[src/logic/smcs_pkg.sv]
// Package for the stop mode clock sequencer: states, timing counts, carriers.
// Assumes a single 100 MHz clock domain and a synchronous active-high reset.
package smcs_pkg;

  // Clock rate and derived timing
  localparam int unsigned CLK_MHZ          = 100;
  localparam int unsigned QC_OSC_CYCLES    = 4096;   // Oscillator cycles to a passing check
  localparam int unsigned FULL_STOP_WINDOWS = 50;    // Most check windows after full stop
  localparam int unsigned CNT_W            = 16;
  localparam logic [7:0]  WIN_CNT_RESET    = 8'h00;
  localparam logic        FLAG_RESET       = 1'b0;

  // Sequencer states
  typedef enum logic [3:0] {
    SMCS_RUN      = 4'h0,
    SMCS_SWITCH   = 4'h1,
    SMCS_PLL_OFF  = 4'h2,
    SMCS_CORE_OFF = 4'h3,
    SMCS_SYS_OFF  = 4'h4,
    SMCS_PSTOP    = 4'h5,
    SMCS_FSTOP    = 4'h6,
    SMCS_FWAKE    = 4'h7,
    SMCS_RSTGEN   = 4'h8
  } smcs_state_t;

  // Configuration bits from the register space
  typedef struct packed {
    logic pseudoStopSelect;
    logic watchdogStopEnable;
    logic wakeupTimerStopEnable;
    logic clockMonitorEnable;
    logic selfClockEnable;
    logic selfClockIrqEnable;
  } smcs_cfg_t;

  // Clock and power gating outputs
  typedef struct packed {
    logic oscillatorEnable;
    logic pllEnable;
    logic coreClockEnable;
    logic systemClockEnable;
    logic regulatorEnable;
    logic wakeupTimerRun;
    logic watchdogRun;
  } smcs_gate_t;

endpackage

[src/logic/smcs_quality_checker.sv]
// Clock quality checker: counts good oscillator cycles until a pass,
// one check window at a time, and counts windows.
// Assumes oscGood is already synchronised to clk_sys.
`timescale 1ns/1ns
module smcs_quality_checker
  import smcs_pkg::*;
#(
  parameter int unsigned PASS_CYCLES = QC_OSC_CYCLES
) (
  // Clock and reset
  input  wire logic       clk_sys,
  input  wire logic       sys_rst,
  // Control
  input  wire logic       start,
  input  wire logic       abort,
  input  wire logic       oscGood,
  // Status
  output logic            busy,
  output logic            pass,
  output logic [7:0]      windows
);
  logic [CNT_W-1:0] count_q;
  logic             busy_q;

  // Count consecutive good cycles; a bad cycle closes the window
  always_ff @(posedge clk_sys) begin
    if (sys_rst || abort) begin
      busy_q  <= 1'b0;
      count_q <= '0;
      pass    <= 1'b0;
      windows <= WIN_CNT_RESET;
    end else begin
      pass <= 1'b0;
      if (start && !busy_q) begin
        busy_q  <= 1'b1;
        count_q <= '0;
        windows <= WIN_CNT_RESET;
      end else if (busy_q) begin
        if (!oscGood) begin
          count_q <= '0;
          if (windows != 8'hFF) windows <= windows + 8'h01;
        end else if (count_q == CNT_W'(PASS_CYCLES - 1)) begin
          busy_q <= 1'b0;
          pass   <= 1'b1;
        end else begin
          count_q <= count_q + 1'b1;
        end
      end
    end
  end

  assign busy = busy_q;
endmodule

[src/logic/smcs_stop_sequencer.sv]
// Stop mode clock sequencer: stop entry, pseudo-stop wake-up, clock loss.
// Assumes oscillator status and interrupt lines arrive asynchronously.
//
// Summary of operation
// - Gate clocks by stop bits; oscillator off in full stop
// - Counters freeze, never reinitialised, while stopped
// - Wakeup timer and watchdog run in pseudo-stop when enabled
// - Request regulator power-down on stop entry
// - Clear PLL select first on stop request
// - Disable PLL, core, system clocks, then active
// - Pseudo-stop from self-clock keeps checking, PLL on
// - Full stop aborts check, full check on exit
// - External reset resets config, starts reset generator
// - Monitor loss without self-clock gives monitor reset
// - Loss with irq enabled wakes in self-clock
// - Loss with irq disabled sets flag, no wake
// - Other wakeup exits; PLL select reads cleared
// - Monitor disabled: clock loss ignored
// - Loss, irq off: stay stopped, PLL, regulator on
// - Passing check ends self-clock, PLL, regulator off
// - After recovery, wake or reset on oscillator
// - No recovery: endless checks, exit on self-clock
// - Self-clock flag with irq enabled acts as wakeup
// - Full stop wake runs at most 50 windows
`timescale 1ns/1ns
module smcs_stop_sequencer
  import smcs_pkg::*;
#(
  parameter int unsigned PASS_CYCLES  = QC_OSC_CYCLES,
  parameter int unsigned MAX_WINDOWS  = FULL_STOP_WINDOWS
) (
  // Clock and reset
  input  wire logic        clk_sys,
  input  wire logic        sys_rst,
  // Asynchronous pins and sources
  input  wire logic        externalReset,
  input  wire logic        oscGoodPin,
  input  wire logic        wakeupIrqPin,
  // Core request and configuration
  input  wire logic        stopRequest,
  input  wire smcs_cfg_t   cfg,
  input  wire logic        pllSelectSet,
  input  wire logic        selfClockFlagClear,
  // Gating and status
  output smcs_gate_t       gate,
  output logic             stopActive,
  output logic             phaseLoopClockSelect,
  output logic             selfClockMode,
  output logic             selfClockIrqFlag,
  output logic             selfClockIrq,
  output logic             clockMonitorReset,
  output logic             resetGenStart,
  output logic             counterFreeze
);
  smcs_state_t state_q;
  smcs_state_t state_d;
  logic [1:0]  extSync_q;
  logic [1:0]  oscSync_q;
  logic [1:0]  irqSync_q;
  logic        extRst;
  logic        oscGood;
  logic        wakeIrq;
  logic        scm_q;
  logic        flag_q;
  logic        phase_loop_clock_select_q;
  logic        scmNext;
  logic        qcStart;
  logic        qcAbort;
  logic        qcBusy;
  logic        qcPass;
  logic [7:0]  qcWindows;
  logic        lossSeen;
  logic        pseudo;
  logic        fullDone;

  // Decode of the sequencer states, shared by the gating and status logic.
  // Kept in functions so that gates and status can never disagree on a state.

  // True in the two settled stop states
  // (the entry steps and the full-stop wake are not counted here)
  function automatic logic inStop(input smcs_state_t s);
    return s inside {SMCS_PSTOP, SMCS_FSTOP};
  endfunction

  // Stop is held until the clocks are handed back after a full-stop wake;
  // the wake checks run with core and system clocks still gated
  function automatic logic stopHeld(input smcs_state_t s);
    return s inside {SMCS_PSTOP, SMCS_FSTOP, SMCS_FWAKE};
  endfunction

  // Core clock runs until its own step of the entry sequence
  // and comes back only in RUN or the reset generator state
  function automatic logic coreRuns(input smcs_state_t s);
    return s inside {SMCS_RUN, SMCS_SWITCH, SMCS_PLL_OFF, SMCS_RSTGEN};
  endfunction

  // System clocks go last, one step after the core clock, so bus logic
  // can still finish what the core left behind
  function automatic logic systemRuns(input smcs_state_t s);
    return coreRuns(s) || (s == SMCS_CORE_OFF);
  endfunction

  // PLL is wanted by the state only in RUN, SWITCH and RSTGEN; self-clock mode
  // and a running check keep it up everywhere else
  function automatic logic pllRuns(input smcs_state_t s);
    return s inside {SMCS_RUN, SMCS_SWITCH, SMCS_RSTGEN};
  endfunction

  // Periodic timer or watchdog: runs outside stop, and in pseudo-stop only
  // when its stop enable is set; full stop always holds it
  function automatic logic timerRuns(input smcs_state_t s, input logic stopEnable);
    return !stopHeld(s) || (s == SMCS_PSTOP && stopEnable);
  endfunction

  // Two-stage synchronisers for pins
  always_ff @(posedge clk_sys) begin
    if (sys_rst) begin
      extSync_q <= 2'h0;
      oscSync_q <= 2'h3;
      irqSync_q <= 2'h0;
    end else begin
      extSync_q <= {extSync_q[0], externalReset};
      oscSync_q <= {oscSync_q[0], oscGoodPin};
      irqSync_q <= {irqSync_q[0], wakeupIrqPin};
    end
  end
  assign extRst  = extSync_q[1];
  assign oscGood = oscSync_q[1];
  assign wakeIrq = irqSync_q[1];

  // Loss is only seen with the monitor on, and never in full stop
  assign lossSeen = cfg.clockMonitorEnable && !oscGood && state_q != SMCS_FSTOP;
  assign pseudo   = cfg.pseudoStopSelect;

  // Full-stop wake ends on a pass or when the window budget is spent
  assign fullDone = qcPass || (qcWindows >= 8'(MAX_WINDOWS));

  // Entry walks SWITCH, PLL_OFF, CORE_OFF and SYS_OFF one edge each, so the
  // PLL select is cleared on the edge that gates the PLL and the core never runs
  // on a PLL that is about to stop. In pseudo-stop the exits are taken in a
  // fixed priority: external reset, monitor reset, wake-up interrupt, then
  // the self-clock flag. A stop request is only looked at in RUN; while a
  // wake or reset sequence is under way it waits, as the core holds it as a
  // level. Full stop has no monitor, so a clock loss there is never acted
  // on; the wake from it re-checks the clock for a bounded number of windows
  // and gives up when the budget is spent, so a dead oscillator cannot keep
  // the device asleep for ever.
  // Next-state decision
  always_comb begin
    state_d = state_q;
    unique case (state_q)
      SMCS_RUN: begin
        if (stopRequest) begin
          state_d = SMCS_SWITCH;
        end
      end
      SMCS_SWITCH:   state_d = SMCS_PLL_OFF;
      SMCS_PLL_OFF:  state_d = SMCS_CORE_OFF;
      SMCS_CORE_OFF: state_d = SMCS_SYS_OFF;
      SMCS_SYS_OFF:  state_d = pseudo ? SMCS_PSTOP : SMCS_FSTOP;
      SMCS_PSTOP: begin
        if (extRst) begin
          state_d = SMCS_RSTGEN;
        end else if (lossSeen && !cfg.selfClockEnable) begin
          state_d = SMCS_RSTGEN;
        end else if (wakeIrq) begin
          state_d = SMCS_RUN;
        end else if (flag_q && cfg.selfClockIrqEnable) begin
          state_d = SMCS_RUN;
        end
      end
      SMCS_FSTOP: begin
        if (extRst || wakeIrq) begin
          state_d = SMCS_FWAKE;
        end
      end
      SMCS_FWAKE: begin
        if (fullDone) begin
          state_d = extRst ? SMCS_RSTGEN : SMCS_RUN;
        end
      end
      SMCS_RSTGEN: begin
        if (!extRst) begin
          state_d = SMCS_RUN;
        end
      end
      default: state_d = SMCS_RUN;
    endcase
  end

  // State register
  always_ff @(posedge clk_sys) begin
    if (sys_rst) begin
      state_q <= SMCS_RUN;
    end else begin
      state_q <= state_d;
    end
  end

  // PLL select: cleared on stop entry, set again only by software
  always_ff @(posedge clk_sys) begin
    if (sys_rst || (extRst && state_q == SMCS_PSTOP)) begin
      phase_loop_clock_select_q <= 1'b0;
    end else if (state_q == SMCS_SWITCH) begin
      phase_loop_clock_select_q <= 1'b0;
    end else if (pllSelectSet && state_q == SMCS_RUN && !stopRequest) begin
      phase_loop_clock_select_q <= 1'b1;
    end
  end

  // Self-clock mode: entered on loss, left on a passing check
  always_ff @(posedge clk_sys) begin
    if (sys_rst) begin
      scm_q <= 1'b0;
    end else if (lossSeen && cfg.selfClockEnable) begin
      scm_q <= 1'b1;
    end else if (qcPass) begin
      scm_q <= 1'b0;
    end
  end

  // Self-clock flag: the set wins over a clear in the same cycle
  always_ff @(posedge clk_sys) begin
    if (sys_rst) begin
      flag_q <= FLAG_RESET;
    end else if (lossSeen && cfg.selfClockEnable) begin
      flag_q <= 1'b1;
    end else if (selfClockFlagClear) begin
      flag_q <= 1'b0;
    end
  end

  // Next self-clock value, so the gates open on the same edge as the mode
  // rather than one cycle behind it
  always_comb begin
    if (lossSeen && cfg.selfClockEnable) begin
      scmNext = 1'b1;
    end else if (qcPass) begin
      scmNext = 1'b0;
    end else begin
      scmNext = scm_q;
    end
  end

  // Checker control: restart while in self-clock, abort in full stop
  assign qcAbort = (state_q == SMCS_FSTOP);
  assign qcStart = (scm_q && !qcBusy && !qcPass)
                || (lossSeen && cfg.selfClockEnable)
                || (state_q == SMCS_FWAKE && !qcBusy && !fullDone);

  smcs_quality_checker #(
    .PASS_CYCLES (PASS_CYCLES)
  ) u_checker (
    .clk_sys (clk_sys),
    .sys_rst (sys_rst),
    .start   (qcStart),
    .abort   (qcAbort),
    .oscGood (oscGood),
    .busy    (qcBusy),
    .pass    (qcPass),
    .windows (qcWindows)
  );

  // Clock and power gating, from the next state so each gate moves on the
  // edge that enters its step. Self-clock uses the next mode for the same
  // reason: PLL and regulator must already be up on the edge the loss is
  // taken, or the self-clock would start from a stopped PLL.
  always_ff @(posedge clk_sys) begin
    if (sys_rst) begin
      gate <= '{default: 1'b1};
    end else begin
      gate.oscillatorEnable  <= !(state_d == SMCS_FSTOP);
      gate.pllEnable         <= pllRuns(state_d) || scmNext || qcBusy;
      gate.coreClockEnable   <= coreRuns(state_d);
      gate.systemClockEnable <= systemRuns(state_d);
      gate.regulatorEnable   <= !inStop(state_d) || scmNext || qcBusy;
      gate.wakeupTimerRun    <= timerRuns(state_d, cfg.wakeupTimerStopEnable);
      gate.watchdogRun       <= timerRuns(state_d, cfg.watchdogStopEnable);
    end
  end

  // Stop is reported active until the clocks come back, full-stop wake
  // included, so the core never takes a half-woken device for a running one
  // and never raises a new request into the wake sequence
  always_ff @(posedge clk_sys) begin
    if (sys_rst) begin
      stopActive <= 1'b0;
    end else begin
      stopActive <= stopHeld(state_d);
    end
  end

  // Monitor reset: loss with self-clock off, in pseudo-stop only. An
  // external reset in the same cycle takes precedence, as in the state
  // decision, so only one reset cause is ever reported
  always_ff @(posedge clk_sys) begin
    if (sys_rst) begin
      clockMonitorReset <= 1'b0;
    end else begin
      clockMonitorReset <= state_q == SMCS_PSTOP && lossSeen
                           && !cfg.selfClockEnable && !extRst;
    end
  end

  // One pulse on each entry to the reset generator state; a held external
  // reset does not retrigger it
  always_ff @(posedge clk_sys) begin
    if (sys_rst) begin
      resetGenStart <= 1'b0;
    end else begin
      resetGenStart <= state_d == SMCS_RSTGEN && state_q != SMCS_RSTGEN;
    end
  end

  // Counters and dividers hold their values through stop and full-stop
  // wake; nothing here clears them, so counting resumes where it stopped
  always_ff @(posedge clk_sys) begin
    if (sys_rst) begin
      counterFreeze <= 1'b0;
    end else begin
      counterFreeze <= stopHeld(state_d);
    end
  end

  // Self-clock interrupt level: the flag, gated by its enable; it drops
  // when software clears the flag or its enable
  always_ff @(posedge clk_sys) begin
    if (sys_rst) begin
      selfClockIrq <= 1'b0;
    end else begin
      selfClockIrq <= flag_q && cfg.selfClockIrqEnable;
    end
  end

  assign phaseLoopClockSelect = phase_loop_clock_select_q;
  assign selfClockMode        = scm_q;
  assign selfClockIrqFlag     = flag_q;
endmodule

[config.mk]
export PLATFORM = sky130hd
export DESIGN_NAME = smcs_stop_sequencer
export DESIGN_NICKNAME = d
export VERILOG_FILES = /design/src/logic/smcs_pkg.sv /design/src/logic/smcs_quality_checker.sv /design/src/logic/smcs_stop_sequencer.sv
export SDC_FILE = /design/constraint.sdc
export NUM_CORES = 1
export LEC_CHECK = 0
export BUFFER_PORTS_ARGS = -buffer_cell sky130_fd_sc_hd__buf_2
export CAP_MARGIN = 20
export CELL_PAD_IN_SITES_DETAIL_PLACEMENT = 2
export CELL_PAD_IN_SITES_GLOBAL_PLACEMENT = 2
export CORE_ASPECT_RATIO = 0.6
export CORE_MARGIN = 3
export CORE_UTILIZATION = 34
export CTS_CLUSTER_DIAMETER = 120
export DETAILED_ROUTE_END_ITERATION = 12
export PLACE_DENSITY = 0.75
export SLEW_MARGIN = 0
export SYNTH_ARGS = -nofsm -noshare
export SYNTH_HDL_FRONTEND = slang
export SYNTH_SLANG_ARGS = --single-unit
[constraint.sdc]
create_clock -name clk_sys -period 3 [get_ports clk_sys]
set_clock_uncertainty 0.15 [all_clocks]
set_input_delay 0.6 -clock clk_sys [delete_from_list [all_inputs] [get_ports clk_sys]]
set_output_delay 0.6 -clock clk_sys [all_outputs]
set_load 0.01 [all_outputs]
==> flow_metrics.env <==
export IMPL_synthToLayoutAreaGrowth_pct=13.5
export IMPL_cts_tree="yes"
export IMPL_cp_data_required_time_ns=3.03
export IMPL_crit_arrival_ns=2.37
export IMPL_synth_top_cell_by_area="dfxtp_1"
export IMPL_core_um2=6190
export IMPL_rsz0062_at_grt="false"
export IMPL_clk_pin_slew_ns=0.09
export IMPL_cts_resized=0
export IMPL_cap_violations=0
export IMPL_drive_gt1_frac=0.166
export IMPL_wire_per_inst_um=17.1
export IMPL_ir_drop_mv=0.212
export IMPL_hold_path_class="reg -> reg"
export IMPL_startpoint="u_checker.windows[0]"
export IMPL_ys_flop_type="dfxtp_1"
export IMPL_root_buffer="clkbuf_8"
export IMPL_grt_pass1_wl_mm=10.2
export IMPL_cp_start_kind="register"
export IMPL_netlist_area_um2=2210
export IMPL_yosysTopAreaCellShare=0.453
export IMPL_place_port_buffers=28
export IMPL_synth_edff_count=0
export IMPL_post_dp_hpwl_mm=4.60
export IMPL_placed_area_um2=2410
export IMPL_hold_start="oscSync_q[0]"
export IMPL_cts_hold_buf=0
export IMPL_antenna_found_initial=0
export IMPL_diodes=0
export IMPL_track_usage=0.178
export IMPL_fmax_mhz=427
export IMPL_outcome="complete, no violations"
export IMPL_critPathMaxFanout=5
export IMPL_gr_total_overflow=0
export IMPL_nets=293
export IMPL_grt_max_degree=22
export IMPL_ant_nets=0
export IMPL_dieArea_um2=7530
export IMPL_place_congestion=0.725
export IMPL_die_h_um=68.4
export IMPL_cp_end_kind="register"
export IMPL_setup_viol=0
export IMPL_slew_violations=0
export IMPL_cts_buffers=5
export IMPL_ys_ff_latch=50
export IMPL_grt_pass1_vias=1948
export IMPL_std_cell_rows=22
export IMPL_fillerInstances=735
export IMPL_yosys_top_cells_area="dfxtp_1, xor2_1, nor2_1"
export IMPL_pin_count=29
export IMPL_worstSetupPathType="reg -> reg"
export IMPL_final_hold_viol_count=0
export IMPL_slew_headroom=0.522
export IMPL_stdcell_area_um2=2510
export IMPL_cts_path_max_buffers=2
export IMPL_wirelength_mm=6.17
export IMPL_synth_cells=249
export IMPL_synth_async_reset_ratio=0
export IMPL_seq_area_frac_synth=0.453
export IMPL_drt_iter0_drc=71
export IMPL_vias=1942
export IMPL_fin_setup_tns_ns=0
export IMPL_initial_utilization=0.357
export IMPL_p_per_area_nw_per_um2=494
export IMPL_reg2reg_slack_ns=0.66
export IMPL_timing_rr_start="u_checker.windows[0]"
export IMPL_ys_warn_count=0
export IMPL_clk_latency_ns=0.31
export IMPL_avgSynthCellArea_um2=8.87
export IMPL_die_x_um=110
export IMPL_p_leak_nw=0.924
export IMPL_ys_top_cells_by_count="dfxtp_1, nor2_1, nand2_1, o21ai_0, xor2_1"
export IMPL_vias_per_cell=5.38
export IMPL_period_share=0.781
export IMPL_post_cts_buffers=0
export IMPL_synth_cell_types=47
export IMPL_h_tree_depth=2
export IMPL_tightestPinTransition_ns=0.713
export IMPL_syn_num_nets=266
export IMPL_period_needed_ns=2.34
export IMPL_clock_sinks=50
export IMPL_drc=0
export IMPL_yosysMostFrequentCell="dfxtp_1"
export IMPL_drt_pass1_iterations=4
-- cell usage in the layout (no fill, tap or decap), types with 2 or more instances in the layout --
master    netlist  final
dfxtp_1        50     50
nor3b_1         4      4
xor2_1         14     14
nor2b_1         7      7
nand3_1         4      4
o31ai_1         2      2
nand2_1        18     18
buf_2           1     28
a211oi_1        6      6
and2_1          5      5
nand4_1         8      8
a31oi_1         3      3
nor2_1         32     32
or3_1           4      4
nor4_1          4      4
inv_1           9      9
xnor2_1         3      3
and3_1          9      9
nand3b_1        4      4
ha_1            3      3
clkbuf_8        0      6
nor3_1          7      7
a21oi_1         7      7
or2_2           3      3
o21ai_0        14     14
-- cell type report --
cell class	count	area (um^2)	share of cell area
timing repair buffer	29	148	0.0589
clock inverter	1	5.00	0.00200
tap	84	105	0.0419
clock buffer	7	86.3	0.0344
inverter	9	33.8	0.0135
sequential	50	1000	0.399
multi-input combinational	181	1130	0.450
-- through the flow --
step	std cells	worst slack, ns	hold WS, ns	total power [W]	util
after floorplan	249	0.859	0.239	0.000794	-
after global placement	353	0.695	0.243	0.000834	0.390
after detailed placement	353	0.608	0.269	0.000838	0.390
after CTS	361	0.638	0.291	0.00126	0.405
after global routing	361	0.466	0.300	0.00130	0.405
final	361	0.657	0.291	0.00124	0.405
-- cells by family after synthesis --
| group | Yosys count | synth area share |
|---|---|---|
| and+or+nand+nor | 118 | 0.291 |
| DFF | 50 | 0.453 |
| AOI/OAI and AO/OA | 43 | 0.135 |
| buffers and inverters | 18 | 0.0363 |
| xor gates and xnor gates | 17 | 0.0674 |
| adders and majority gates | 3 | 0.0170 |
-- registers in the layout, indices dropped and copies added (netlist names), 2 cells and up --
name and cells:
extSync_q 2, state_q 4, u_checker.count_q 16, irqSync_q 2, gate 7, oscSync_q 2
u_checker.windows 8
-- where the power goes --
group / internal (W) / switching (W) / total [W]
registers: 0.000683 / 0.0000229 / 0.000706
clock network: 0.000187 / 0.000228 / 0.000415
logic: 0.0000459 / 0.0000718 / 0.000118
total: 0.000916 / 0.000323 / 0.00124
-- worst paths after layout --
check,cells past startpoint,endpoint
max reg2reg,7,gate[6]
min reg2reg,1,oscSync_q[1]
min,1,oscSync_q[1]
max,7,gate[6]
-- worst max-delay path, cell delays in order (launching register included) --
cell      delay (ns)
dfxtp_1         0.40
inv_1           0.07
ha_1            0.20
or4_4           0.46
a211oi_4        0.34
a211oi_1        0.17
nor2_1          0.31
nand3b_1        0.11
-- routing by layer --
layer | GRT usage | up-vias | part of all wire
met5 | 0 | - | 0
met2 | 0.271 | 28 | 0.42
met3 | 0.0452 | 7 | 0.044
met1 | 0.254 | 964 | 0.53
li1 | - | 943 | -
met4 | 0.0373 | 0 | 0.0083
No activity file was read; power rests on OpenSTA's default activity.
